## config.mk

```make
export PLATFORM = sky130hd
export DESIGN_NAME = pll_multiplier_select_low
export DESIGN_NICKNAME = d
export VERILOG_FILES = /design/src/inc/pll_mul_pkg.sv /design/src/design/pll_multiplier_select_low.sv
export SDC_FILE = /design/constraint.sdc
export NUM_CORES = 1
export LEC_CHECK = 0
export BUFFER_PORTS_ARGS = -buffer_cell sky130_fd_sc_hd__buf_2
export CORE_MARGIN = 3
export CORE_UTILIZATION = 40
export CTS_BUF_LIST = sky130_fd_sc_hd__clkbuf_4 sky130_fd_sc_hd__clkbuf_8
export CTS_CLUSTER_SIZE = 16
export DETAILED_ROUTE_END_ITERATION = 12
export PLACE_DENSITY = 0.87
export SLEW_MARGIN = 25
export SYNTH_ARGS = -nofsm -noshare
export SYNTH_HDL_FRONTEND = slang
export SYNTH_SLANG_ARGS = --single-unit
```

## constraint.sdc

```tcl
create_clock -name clock -period 2 [get_ports clock]
set_input_delay 0.1 -clock clock [delete_from_list [all_inputs] [get_ports clock]]
set_output_delay 0.1 -clock clock [all_outputs]
set_load 0.01 [all_outputs]
```

## src/inc/pll_mul_pkg.sv

```systemverilog
// What this block does
// - An 8-bit read/write register holds the low byte of the PLL feedback divider multiplier.
// - Writes to the multiplier low byte are ignored while the PLL-on bit is 1.
// - A combined multiplier value of zero drives the divider exactly as a value of one.
// - Reset loads the multiplier low byte with 8'h40, a multiply value of 64.
package pll_mul_pkg;
  localparam logic [3:0] addr_multiplier_low = 4'h0;
  localparam logic [3:0] addr_control = 4'h4;
  localparam logic [3:0] addr_multiplier_high = 4'h8;
  localparam logic [3:0] addr_divider = 4'hc;
  localparam int pll_on_pos = 0;
  localparam logic [7:0] multiplier_low_reset = 8'h40;
  localparam logic [7:0] multiplier_high_value = 8'h00;

  typedef struct packed {
    logic cyc;
    logic stb;
    logic we;
    logic [3:0] adr;
    logic [3:0] sel;
    logic [31:0] dat;
  } wb_req_t;
endpackage : pll_mul_pkg

```

## src/design/pll_multiplier_select_low.sv

```systemverilog
`timescale 1ns/1ps
module pll_multiplier_select_low
  import pll_mul_pkg::*;
(
  input wire logic clock,
  input wire logic sys_rst,
  input wire wb_req_t wb_req,
  output logic [31:0] wb_dat_o,
  output logic wb_ack_o,
  output logic pll_on,
  output logic [15:0] feedback_divider
);
  logic [7:0] multiplier_low_bits_r, multiplier_low_bits_nxt;
  logic pll_on_bit_r, pll_on_bit_nxt;
  logic ack_r, ack_nxt;
  logic [31:0] dat_r, dat_nxt;
  logic [15:0] div_r, div_nxt;
  logic access;
  logic [15:0] combined;

  assign access = wb_req.cyc && wb_req.stb && !ack_r;
  assign combined = {multiplier_high_value, multiplier_low_bits_r};

  always_comb
  begin
    multiplier_low_bits_nxt = multiplier_low_bits_r;
    pll_on_bit_nxt = pll_on_bit_r;
    ack_nxt = access;
    dat_nxt = 32'h0000_0000;
    // divider mirrors the latest stored multiplier; zero behaves as one
    div_nxt = (combined == 16'h0000) ? 16'h0001 : combined;
    if (access && wb_req.we && wb_req.sel[0])
    begin
      // protection uses the pll-on state before this write lands
      if (wb_req.adr == addr_multiplier_low && !pll_on_bit_r)
      begin
        multiplier_low_bits_nxt = wb_req.dat[7:0];
      end
      if (wb_req.adr == addr_control)
      begin
        pll_on_bit_nxt = wb_req.dat[pll_on_pos];
      end
    end
    if (access && !wb_req.we)
    begin
      unique case (wb_req.adr)
        addr_multiplier_low: dat_nxt = {24'h000000, multiplier_low_bits_r};
        addr_control: dat_nxt = {31'h00000000, pll_on_bit_r};
        addr_multiplier_high: dat_nxt = {24'h000000, multiplier_high_value};
        addr_divider: dat_nxt = {16'h0000, div_r};
        default: dat_nxt = 32'h0000_0000;
      endcase
    end
  end

  always_ff @(posedge clock)
  begin
    if (sys_rst)
    begin
      multiplier_low_bits_r <= multiplier_low_reset;
      pll_on_bit_r <= 1'b0;
      ack_r <= 1'b0;
      dat_r <= 32'h0000_0000;
      div_r <= {multiplier_high_value, multiplier_low_reset};
    end
    else
    begin
      multiplier_low_bits_r <= multiplier_low_bits_nxt;
      pll_on_bit_r <= pll_on_bit_nxt;
      ack_r <= ack_nxt;
      dat_r <= dat_nxt;
      div_r <= div_nxt;
    end
  end

  assign wb_dat_o = dat_r;
  assign wb_ack_o = ack_r;
  assign pll_on = pll_on_bit_r;
  assign feedback_divider = div_r;

  property p_locked_hold;
    @(posedge clock) disable iff (sys_rst)
      pll_on_bit_r |=> multiplier_low_bits_r == $past(multiplier_low_bits_r);
  endproperty
  a_locked_hold: assert property (p_locked_hold)
    else $error("low byte changed while pll on");

  property p_write_lands;
    @(posedge clock) disable iff (sys_rst)
      access && wb_req.we && wb_req.sel[0] && wb_req.adr == addr_multiplier_low && !pll_on_bit_r
      |=> multiplier_low_bits_r == $past(wb_req.dat[7:0]);
  endproperty
  a_write_lands: assert property (p_write_lands) else $error("write not stored");

  property p_zero_is_one;
    @(posedge clock) disable iff (sys_rst)
      combined == 16'h0000 |=> div_r == 16'h0001;
  endproperty
  a_zero_is_one: assert property (p_zero_is_one) else $error("zero not mapped to one");

  property p_div_follows;
    @(posedge clock) disable iff (sys_rst)
      combined != 16'h0000 |=> div_r == $past(combined);
  endproperty
  a_div_follows: assert property (p_div_follows) else $error("divider wrong");

  property p_reset_value;
    @(posedge clock) $past(sys_rst) |-> multiplier_low_bits_r == 8'h40;
  endproperty
  a_reset_value: assert property (p_reset_value) else $error("bad reset value");

  property p_read_value;
    @(posedge clock) disable iff (sys_rst)
      access && !wb_req.we && wb_req.adr == addr_multiplier_low
      |=> wb_ack_o && wb_dat_o[7:0] == $past(multiplier_low_bits_r) && wb_dat_o[31:8] == 24'h0;
  endproperty
  a_read_value: assert property (p_read_value) else $error("read wrong");

  property p_read_no_effect;
    @(posedge clock) disable iff (sys_rst)
      access && !wb_req.we |=> multiplier_low_bits_r == $past(multiplier_low_bits_r);
  endproperty
  a_read_no_effect: assert property (p_read_no_effect)
    else $error("read disturbed value");

  property p_ack_once;
    @(posedge clock) disable iff (sys_rst)
      wb_ack_o |=> !wb_ack_o;
  endproperty
  a_ack_once: assert property (p_ack_once) else $error("ack held two cycles");

  // every taken request gets its answer one cycle later, and nothing else does
  property p_ack_follows;
    @(posedge clock) disable iff (sys_rst)
      access |=> wb_ack_o;
  endproperty
  a_ack_follows: assert property (p_ack_follows)
    else $error("ack missing after request");

  property p_ack_needs_request;
    @(posedge clock) disable iff (sys_rst)
      !access |=> !wb_ack_o;
  endproperty
  a_ack_needs_request: assert property (p_ack_needs_request)
    else $error("ack without request");

  // read data is zero outside the answer so a late sample cannot see stale bytes
  property p_data_idle_zero;
    @(posedge clock) disable iff (sys_rst)
      !wb_ack_o |-> wb_dat_o == 32'h0000_0000;
  endproperty
  a_data_idle_zero: assert property (p_data_idle_zero)
    else $error("read data not zero while idle");

  property p_control_write;
    @(posedge clock) disable iff (sys_rst)
      access && wb_req.we && wb_req.sel[0] && wb_req.adr == addr_control
      |=> pll_on == $past(wb_req.dat[pll_on_pos]);
  endproperty
  a_control_write: assert property (p_control_write)
    else $error("pll on bit not written");

  property p_lane_gate;
    @(posedge clock) disable iff (sys_rst)
      access && wb_req.we && !wb_req.sel[0]
      |=> multiplier_low_bits_r == $past(multiplier_low_bits_r);
  endproperty
  a_lane_gate: assert property (p_lane_gate)
    else $error("write without low lane changed value");

  // the same-cycle pll-on state decides; a write racing the enable is dropped
  property p_locked_write_dropped;
    @(posedge clock) disable iff (sys_rst)
      access && wb_req.we && wb_req.adr == addr_multiplier_low && pll_on_bit_r
      |=> multiplier_low_bits_r == $past(multiplier_low_bits_r);
  endproperty
  a_locked_write_dropped: assert property (p_locked_write_dropped)
    else $error("write landed while pll on");

  property p_other_addr_keeps;
    @(posedge clock) disable iff (sys_rst)
      access && wb_req.we && wb_req.adr != addr_multiplier_low
      |=> multiplier_low_bits_r == $past(multiplier_low_bits_r);
  endproperty
  a_other_addr_keeps: assert property (p_other_addr_keeps)
    else $error("foreign write changed value");

  property p_control_read;
    @(posedge clock) disable iff (sys_rst)
      access && !wb_req.we && wb_req.adr == addr_control
      |=> wb_dat_o[0] == $past(pll_on_bit_r) && wb_dat_o[31:1] == 31'h0000_0000;
  endproperty
  a_control_read: assert property (p_control_read)
    else $error("control read wrong");

  property p_divider_read;
    @(posedge clock) disable iff (sys_rst)
      access && !wb_req.we && wb_req.adr == addr_divider
      |=> wb_dat_o == {16'h0000, $past(div_r)};
  endproperty
  a_divider_read: assert property (p_divider_read)
    else $error("divider read wrong");

  // the high byte is not built here, so it always reads as its fixed value
  property p_high_read;
    @(posedge clock) disable iff (sys_rst)
      access && !wb_req.we && wb_req.adr == addr_multiplier_high
      |=> wb_dat_o == {24'h000000, multiplier_high_value};
  endproperty
  a_high_read: assert property (p_high_read)
    else $error("high byte read wrong");

  property p_unmapped_read;
    @(posedge clock) disable iff (sys_rst)
      access && !wb_req.we && wb_req.adr != addr_multiplier_low && wb_req.adr != addr_control
      && wb_req.adr != addr_multiplier_high && wb_req.adr != addr_divider
      |=> wb_dat_o == 32'h0000_0000;
  endproperty
  a_unmapped_read: assert property (p_unmapped_read)
    else $error("unmapped read not zero");

  // a zero divider would stall the loop, so it must never reach the pins
  property p_div_nonzero;
    @(posedge clock) disable iff (sys_rst)
      div_r != 16'h0000;
  endproperty
  a_div_nonzero: assert property (p_div_nonzero)
    else $error("divider shows zero");

  property p_reset_state;
    @(posedge clock)
      $past(sys_rst) |-> !pll_on_bit_r && !wb_ack_o
      && div_r == {multiplier_high_value, multiplier_low_reset};
  endproperty
  a_reset_state: assert property (p_reset_state)
    else $error("bad state after reset");
endmodule : pll_multiplier_select_low

```

# Word level (Yosys, flattened, before mapping)
# Index checks and enable logic that the tools add are counted.
# W data, S select, Z words.
# totals
regBits	58
latch_bits	0
ramBits	0
rom_bits	0
input_bits	45
word_cells	26
n_memories	0
# classes
addsub	0
mul	0
n_div	0
magnitude_cmp	0
n_eq_ne	2
shift	0
n_mux	2
n_bitwise	1
n_reduce_logical	15
# ops
operator	count
$pmux W16 S3	1
$logic_not A16 Y1	1
$mux W7	1
$logic_and A1 B1 Y1	6
$eq A4 B3 Y1 const B	1
$eq A4 B4 Y1 const B	1
$logic_not A4 Y1	1
$reduce_and A2 Y1	2
$reduce_or A2 Y1	2
$logic_not A1 Y1	3
$not A1 Y1	1

# Longest topological paths before layout
# Gate-level depths: netlist (run 1).
# depth
word_depth	5
mapped_depth	4
mapped_depth_nobuf	3

# Worst setup path after synthesis (run 1)
# Ideal clock, no wire load.
# synth_path
kind	input to register
from	in wb_req[37] (netlist bit)
to	reg multiplier_low_bits_r[1]
arrival_ps	1450
required_time_ps	1879
slack_ps	429
stages	3
path_buffers	0
path_cell_list	or4_4 > nor4_4 > mux2_2
# synth_via
elab_chain_len	3
# synth_lines
item	line_no	source
start: declaration	pll_multiplier_select_low.sv:7	input wire wb_req_t wb_req,
$logic_not A4 Y1	pll_multiplier_select_low.sv:35	if (wb_req.adr == addr_multiplier_low && !pll_on_bit_r)
$logic_and A1 B1 Y1	pll_multiplier_select_low.sv:35	
$reduce_and A2 Y1 (no source line)	n/a	
end signal: assignment	pll_multiplier_select_low.sv:60	multiplier_low_bits_r <= multiplier_low_reset;
end signal: assignment	pll_multiplier_select_low.sv:68	multiplier_low_bits_r <= multiplier_low_bits_nxt;
end: declaration	pll_multiplier_select_low.sv:13	logic [7:0] multiplier_low_bits_r, multiplier_low_bits_nxt;
# No other way between the ends.
# A chain may end at the register's enable or synchronous reset.

# Worst setup path after layout (run 1)
# layout_path
from	reg ack_r, in the netlist wb_ack_o
to	reg dat_r[0], in the netlist wb_dat_o[0]
# layout_via
elab_chain_len	5
# layout_lines
item	line_no	source
start: declaration	pll_multiplier_select_low.sv:15	logic ack_r, ack_nxt;
start signal: assignment	pll_multiplier_select_low.sv:70	ack_r <= ack_nxt;
$logic_not A1 Y1	pll_multiplier_select_low.sv:21	assign access = wb_req.cyc && wb_req.stb && !ack_r;
$logic_and A1 B1 Y1	pll_multiplier_select_low.sv:21	
$logic_and A1 B1 Y1	pll_multiplier_select_low.sv:44	if (access && !wb_req.we)
$not A1 Y1 (no source line)	n/a	
$reduce_or A2 Y1 (no source line)	n/a	
end signal: assignment	pll_multiplier_select_low.sv:71	dat_r <= dat_nxt;
end: declaration	pll_multiplier_select_low.sv:16	logic [31:0] dat_r, dat_nxt;
# No other way between the ends.

==> impl_metrics.env, run 1 <==
export IMPL_status="finished, final reports clean"
export IMPL_antenna_diode_count=0
export IMPL_layout_cells_most_common="sky130_fd_sc_hd__buf_2"
export IMPL_dieArea_sq_um=3700
export IMPL_power_leakage_uw=0.0006254
export IMPL_nets=206
export IMPL_critical_path_cell_chain="nand3b_1, or3_4, nor4b_1, dlygate4sd3_1"
export IMPL_clkLatencyLatePin_ps=310
export IMPL_synth_area_per_cell_sq_um=9.856
export IMPL_placement_setup_worst_slack_ps=322.6
export IMPL_placed_cells=185
export IMPL_critical_path_arrival_ps=2150
export IMPL_fp_coreArea_sq_um=2805
export IMPL_setup_viol=0
export IMPL_grt_overflow_total=0
export IMPL_worst_path_max_delay_cell="sky130_fd_sc_hd__dlygate4sd3_1"
export IMPL_numClockSinks=26
export IMPL_crit_reg2reg_launch="wb_ack_o"
export IMPL_slew_violations=0
export IMPL_netlist_instances=122
export IMPL_syn_area_sq_um=1202
export IMPL_max_clock_path_buffers=2
export IMPL_grt_max_degree=21
export IMPL_dr_pass1_iters=4
export IMPL_clock_pin_slew_on_the_worst_setup_and_hold_paths_ps=120
export IMPL_max_vdd_ir_drop_mv=0.2688
export IMPL_crit_path_max_incr_delay_ps=580
export IMPL_grt_pass1_vias=751
export IMPL_setup_reg_to_reg_worst_slack_ps=120
export IMPL_die_height_microns=60.83
export IMPL_numCtsBuffers=3
export IMPL_yosys_warnings=0
export IMPL_htree_num_levels=1
export IMPL_total_global_route_track_usage_pct=11.35
export IMPL_rsz_0062_raised_after_global_routing="false"
export IMPL_fp_row_count=19
export IMPL_cp_end_kind="flop"
export IMPL_holdPathEnd="multiplier_low_bits_r[6]"
export IMPL_clock_tree_from_tritoncts="done"
export IMPL_synth_top_cell_area_share_pct=43.29
export IMPL_drt_initial_violations=11
export IMPL_reg2reg_depth=4
export IMPL_final_period_utilization_pct=94.04
export IMPL_power_density_nw_per_um2=606.3
export IMPL_flip_flop_and_latch_count_after_synthesis=26
export IMPL_critical_path_top_delay_family="simple AND/OR/NAND/NOR gates"
export IMPL_timing_hold_worst_start="wb_req[6]"
export IMPL_totalNegativeSetupSlack_ps=0
export IMPL_worstReg2RegEnd="wb_dat_o[0]"
export IMPL_detailroute_via_count=845
export IMPL_finalHoldViolations=0
export IMPL_drive_above_1_share_pct=32.08
export IMPL_layout_area_overhead_vs_synth_pct=11.13
export IMPL_number_of_nets_still_failing_antenna_checks_after_routing=0
export IMPL_gpl_final_weighted_congestion=0.8436
export IMPL_worstPathBufferInverterCount=1
export IMPL_pin_count=95
export IMPL_avgRoutedWirePerCell_microns=11.61
export IMPL_postRouteWirelength_microns=2205
export IMPL_number_of_antenna_violations_at_the_first_check_in_global_routing=0
export IMPL_clock_root_buffer="sky130_fd_sc_hd__clkbuf_4"
export IMPL_library_cell_occupying_the_most_area_in_the_post_synthesis_netlist="sky130_fd_sc_hd__dfxtp_1"
export IMPL_required_ps=2270
export IMPL_grt_pass1_wl_microns=3049
export IMPL_worstSetupStartpointType="flop"
export IMPL_min_period_ps=1881
export IMPL_setup_slack_ps=119.1
export IMPL_final_instance_count_excl_fill=190
export IMPL_hpwl_microns=1739
export IMPL_synth_area_top_cells="sky130_fd_sc_hd__dfxtp_1 43%, sky130_fd_sc_hd__buf_4 21%, sky130_fd_sc_hd__nor2b_1 5.7%, sky130_fd_sc_hd__mux2_2 5.6%, sky130_fd_sc_hd__a22oi_1 4.4%"
export IMPL_routed_via_density=4.447
export IMPL_drt_drc_violations_left=0
export IMPL_floorplan_die_width_microns=60.83
export IMPL_critPathMaxFanout=8
export IMPL_final_cell_mix="35 x sky130_fd_sc_hd__buf_2, 32 x sky130_fd_sc_hd__conb_1, 26 x sky130_fd_sc_hd__dfxtp_1, 11 x sky130_fd_sc_hd__nor2_1, 11 x sky130_fd_sc_hd__nor2b_1"
export IMPL_hold_depth=3
export IMPL_synth_seq_area_share_pct=43.29
export IMPL_drv_cap=0
export IMPL_yosysUniqueCellTypes=25
export IMPL_io_buffer_count=35
export IMPL_post_cts_buffers=0
export IMPL_min_delay_path_class="input port to flop"
export IMPL_floorplan_initialDensity_pct=42.86
export IMPL_fmax_mhz=531.7
export IMPL_fin_skew_ps=3.414
export IMPL_timing_setup_critical_path_class="flop to flop"
==> flip-flops by register name, summed over array words and instances, names as in the netlist <==
name,cells
feedback_divider,8
multiplier_low_bits_r,8
wb_dat_o,8
wb_ack_o,1
pll_on,1
==> layer usage <==
metal	part of all wire, %	GRT usage [%]
met4	2.8	8.359
met2	53	21.37
met5	0	0
met3	6.5	2.553
met1	38	10.48
==> metrics by stage <==
stage                     area [sq um]  total power [uW]  util [%]  hold slack [ps]
after floorplan                   1319             628.0         -            176.7
after global routing              1336             841.7     47.64            55.81
after CTS                         1331             813.8     47.46            32.63
after detailed placement          1289             605.2     45.94            328.3
final                             1336             810.2     47.64            35.97
after global placement            1289             604.1     45.94            322.1
==> cells by family after synthesis <==
| logic type | Yosys count | synth area share, % |
|---|---|---|
| other cells | 1 | 0.3119 |
| buf+inv | 37 | 21.85 |
| flops | 26 | 43.29 |
| mux | 10 | 8.949 |
| compound gates | 9 | 5.202 |
| simple gates | 39 | 20.40 |
==> worst max-delay path by stage <==
stage	start	to	depth (start not counted)
floorplan	wb_req[37]	multiplier_low_bits_r[1]	3
global placement	wb_req[37]	multiplier_low_bits_r[7]	5
detailed placement	wb_req[37]	multiplier_low_bits_r[1]	5
CTS	wb_ack_o	wb_dat_o[0]	4
global route	wb_ack_o	wb_dat_o[0]	4
finish	wb_ack_o	wb_dat_o[0]	4
==> cell type report <==
cell class,instances,area (sq um)
clock buffer,3,22.52
fill,277,1469
inverter,1,3.754
multi-input combinational,90,540.5
sequential,26,520.5
tap,31,38.79
timing repair buffer,39,210.2
==> synth_stat cells <==
| master | number |
|---|---|
| sky130_fd_sc_hd__buf_4 | 33 |
| sky130_fd_sc_hd__dfxtp_1 | 26 |
| sky130_fd_sc_hd__nor2_1 | 11 |
| sky130_fd_sc_hd__nor2b_1 | 11 |
| sky130_fd_sc_hd__a22oi_1 | 7 |
| sky130_fd_sc_hd__mux2_2 | 6 |
| sky130_fd_sc_hd__mux2i_1 | 4 |
| sky130_fd_sc_hd__clkbuf_1 | 3 |
| sky130_fd_sc_hd__nand2b_1 | 3 |
| sky130_fd_sc_hd__nor3_1 | 2 |
| sky130_fd_sc_hd__nor4_1 | 2 |
| sky130_fd_sc_hd__a21oi_1 | 1 |
| sky130_fd_sc_hd__and2b_1 | 1 |
| sky130_fd_sc_hd__and4bb_2 | 1 |
| sky130_fd_sc_hd__conb_1 | 1 |
| sky130_fd_sc_hd__inv_1 | 1 |
| sky130_fd_sc_hd__nand2_1 | 1 |
| sky130_fd_sc_hd__nand3_1 | 1 |
| sky130_fd_sc_hd__nand3b_1 | 1 |
| sky130_fd_sc_hd__nor4_4 | 1 |
| sky130_fd_sc_hd__nor4b_1 | 1 |
| sky130_fd_sc_hd__o21ai_0 | 1 |
| sky130_fd_sc_hd__or3_1 | 1 |
| sky130_fd_sc_hd__or4_4 | 1 |
| sky130_fd_sc_hd__or4b_2 | 1 |
==> power breakdown <==
part | leakage, uW | total [uW] | switching [uW] | internal (uW)
combinational | 0.000402 | 78.3 | 53.2 | 25.0
clock | 0.0000138 | 212 | 141 | 70.4
sequential | 0.000210 | 520 | 0.752 | 519
total | 0.000625 | 810 | 195 | 615
==> timing repair <==
action | CTS | global route
setup endpoints to repair | 0 | 1
endpoints found under the hold margin | 1 | 0
hold buffers | 2 | 0
resized for setup | 0 | 1
==> tightest hold or removal path, delay by kind of cell <==
kind / cells / cell delay, ps
multiplexers: 1 / 110
AND/OR/NAND/NOR: 1 / 30
buffers and inverters: 1 / 70
Power figures use the tool's default switching activity.
==> run 2, diff against run 1 <==
--- a/config.mk
+++ b/config.mk
@@ -5,13 +5,14 @@
 export SDC_FILE = /design/constraint.sdc
 export NUM_CORES = 1
 export LEC_CHECK = 0
-export BUFFER_PORTS_ARGS = -buffer_cell sky130_fd_sc_hd__buf_2
 export CORE_MARGIN = 3
-export CORE_UTILIZATION = 40
+export CORE_UTILIZATION = 48
 export CTS_BUF_LIST = sky130_fd_sc_hd__clkbuf_4 sky130_fd_sc_hd__clkbuf_8
 export CTS_CLUSTER_SIZE = 16
 export DETAILED_ROUTE_END_ITERATION = 12
-export PLACE_DENSITY = 0.87
+export DONT_BUFFER_PORTS = 1
+export PLACE_DENSITY = 0.69
+export SETUP_SLACK_MARGIN = 0.2
 export SLEW_MARGIN = 25
 export SYNTH_ARGS = -nofsm -noshare
 export SYNTH_HDL_FRONTEND = slang
==> impl_metrics.env, run 2 (same netlist as run 1, synthesis figures left out) <==
export IMPL_status="finished, final reports clean"
export IMPL_gpl_final_weighted_congestion=0.7834
export IMPL_drv_cap=0
export IMPL_finalHoldViolations=0
export IMPL_dr_pass1_iters=4
export IMPL_setup_reg_to_reg_worst_slack_ps=440
export IMPL_final_cell_mix="32 x sky130_fd_sc_hd__conb_1, 26 x sky130_fd_sc_hd__dfxtp_1, 11 x sky130_fd_sc_hd__nor2_1, 11 x sky130_fd_sc_hd__nor2b_1, 7 x sky130_fd_sc_hd__a22oi_1"
export IMPL_number_of_nets_still_failing_antenna_checks_after_routing=0
export IMPL_worstSetupStartpointType="flop"
export IMPL_clock_tree_from_tritoncts="done"
export IMPL_fp_coreArea_sq_um=2297
export IMPL_postRouteWirelength_microns=1961
export IMPL_worstReg2RegEnd="multiplier_low_bits_r[1]"
export IMPL_final_fill_count=210
export IMPL_nets=175
export IMPL_timing_hold_worst_start="sys_rst"
export IMPL_slew_violations=0
export IMPL_drt_initial_violations=7
export IMPL_critPathMaxFanout=8
export IMPL_routed_via_density=4.669
export IMPL_grt_max_degree=16
export IMPL_totalNegativeSetupSlack_ps=0
export IMPL_register_area_sq_um=520.5
export IMPL_numCtsBuffers=3
export IMPL_total_global_route_track_usage_pct=13.03
export IMPL_floorplan_die_width_microns=56.05
export IMPL_floorplan_initialDensity_pct=52.34
export IMPL_required_ps=2220
export IMPL_crit_reg2reg_launch="wb_ack_o"
export IMPL_timing_setup_critical_path_class="flop to flop"
export IMPL_fp_row_count=17
export IMPL_power_leakage_uw=0.0004877
export IMPL_layout_area_overhead_vs_synth_pct=1.665
export IMPL_grt_pass1_vias=707
export IMPL_number_of_antenna_violations_at_the_first_check_in_global_routing=0
export IMPL_rsz_0062_raised_after_global_routing="false"
export IMPL_cp_end_kind="flop"
export IMPL_reg2reg_depth=4
export IMPL_layout_cells_most_common="sky130_fd_sc_hd__conb_1"
export IMPL_post_cts_buffers=0
export IMPL_drt_drc_violations_left=0
export IMPL_min_period_ps=1562
export IMPL_avgRoutedWirePerCell_microns=12.49
export IMPL_max_clock_path_buffers=2
export IMPL_fin_skew_ps=6.012
export IMPL_grt_overflow_total=0
export IMPL_antenna_diode_count=0
export IMPL_power_density_nw_per_um2=761.3
export IMPL_worst_path_max_delay_cell="sky130_fd_sc_hd__dfxtp_1"
export IMPL_htree_num_levels=1
export IMPL_min_delay_path_class="input port to flop"
export IMPL_final_period_utilization_pct=78.08
export IMPL_clock_root_buffer="sky130_fd_sc_hd__clkbuf_4"
export IMPL_multiInputGateArea_sq_um=535.5
export IMPL_clock_pin_slew_on_the_worst_setup_and_hold_paths_ps=130
export IMPL_max_vdd_ir_drop_mv=0.4047
export IMPL_critical_path_cell_chain="nand3b_1, nor4_4, buf_4, mux2_2"
export IMPL_io_buffer_count=0
export IMPL_drive_above_1_share_pct=12.40
export IMPL_crit_path_max_incr_delay_ps=370
export IMPL_clkLatencyLatePin_ps=310
export IMPL_hpwl_microns=1456
export IMPL_numClockSinks=26
export IMPL_critical_path_arrival_ps=1780
export IMPL_die_height_microns=56.05
export IMPL_detailroute_via_count=733
export IMPL_setup_viol=0
export IMPL_grt_pass1_wl_microns=3305
export IMPL_final_core_utilization_pct=53.21
export IMPL_holdPathEnd="multiplier_low_bits_r[2]"
export IMPL_pin_count=95
export IMPL_dieArea_sq_um=3142
export IMPL_fmax_mhz=640.4
export IMPL_hold_depth=2
[run 2: worst max path at each step]
stage	start	slack (ps)	to
after floorplan	wb_req[37]	430	multiplier_low_bits_r[1]
after global placement	wb_ack_o	490	multiplier_low_bits_r[7]
after detailed placement	wb_ack_o	450	multiplier_low_bits_r[1]
after CTS	wb_ack_o	430	multiplier_low_bits_r[1]
after global routing	wb_ack_o	330	multiplier_low_bits_r[5]
final	wb_ack_o	440	multiplier_low_bits_r[1]
[run 2: metrics by stage]
stage | total power [uW] | hold WS [ps] | instances | area, sq um | setup slack (ps)
2_1_floorplan | 628.0 | 176.7 | 153 | 1319 | 429.2
3_3_place_gp | 578.9 | 173.8 | 147 | 1110 | 485.1
3_5_place_dp | 579.4 | 177.3 | 147 | 1110 | 448.1
4_1_cts | 941.3 | 16.89 | 157 | 1222 | 430.8
5_1_grt | 969.5 | 21.79 | 157 | 1222 | 325.5
6_report | 930.6 | 28.00 | 157 | 1222 | 438.4
[run 2: critical path, delay by kind of cell, from the launching register on]
family	cells	cell delay (ps)
buf+inv	1	210
simple gates	2	540
flops	1	370
mux	1	340
[run 2: cell type report]
| class | count | share of cell area, % |
|---|---|---|
| tap | 28 | 2.866 |
| inverter | 1 | 0.3071 |
| sequential | 26 | 42.58 |
| timing repair buffer | 8 | 6.141 |
| multi-input combinational | 90 | 43.81 |
| clock buffer | 3 | 1.842 |
| clock inverter | 1 | 2.457 |
[run 2: repair_timing]
item / in CTS / in global routing
endpoints found under the hold margin: 13 / 0
gates resized for setup: 0 / 0
hold buffers: 6 / 0
[run 2: layer usage]
layer / up-vias / global-route usage [%] / part of all wire [%]
li1: 363 / - / -
met1: 313 / 14.85 / 40
met2: 53 / 22.04 / 48
met3: 4 / 3.480 / 11
met4: 0 / 6.780 / 1.6
met5: - / 0 / 0
[run 2: power breakdown]
group / internal (uW) / switching, uW
registers: 519 / 1.60
logic: 19.1 / 42.5
clock network: 203 / 145
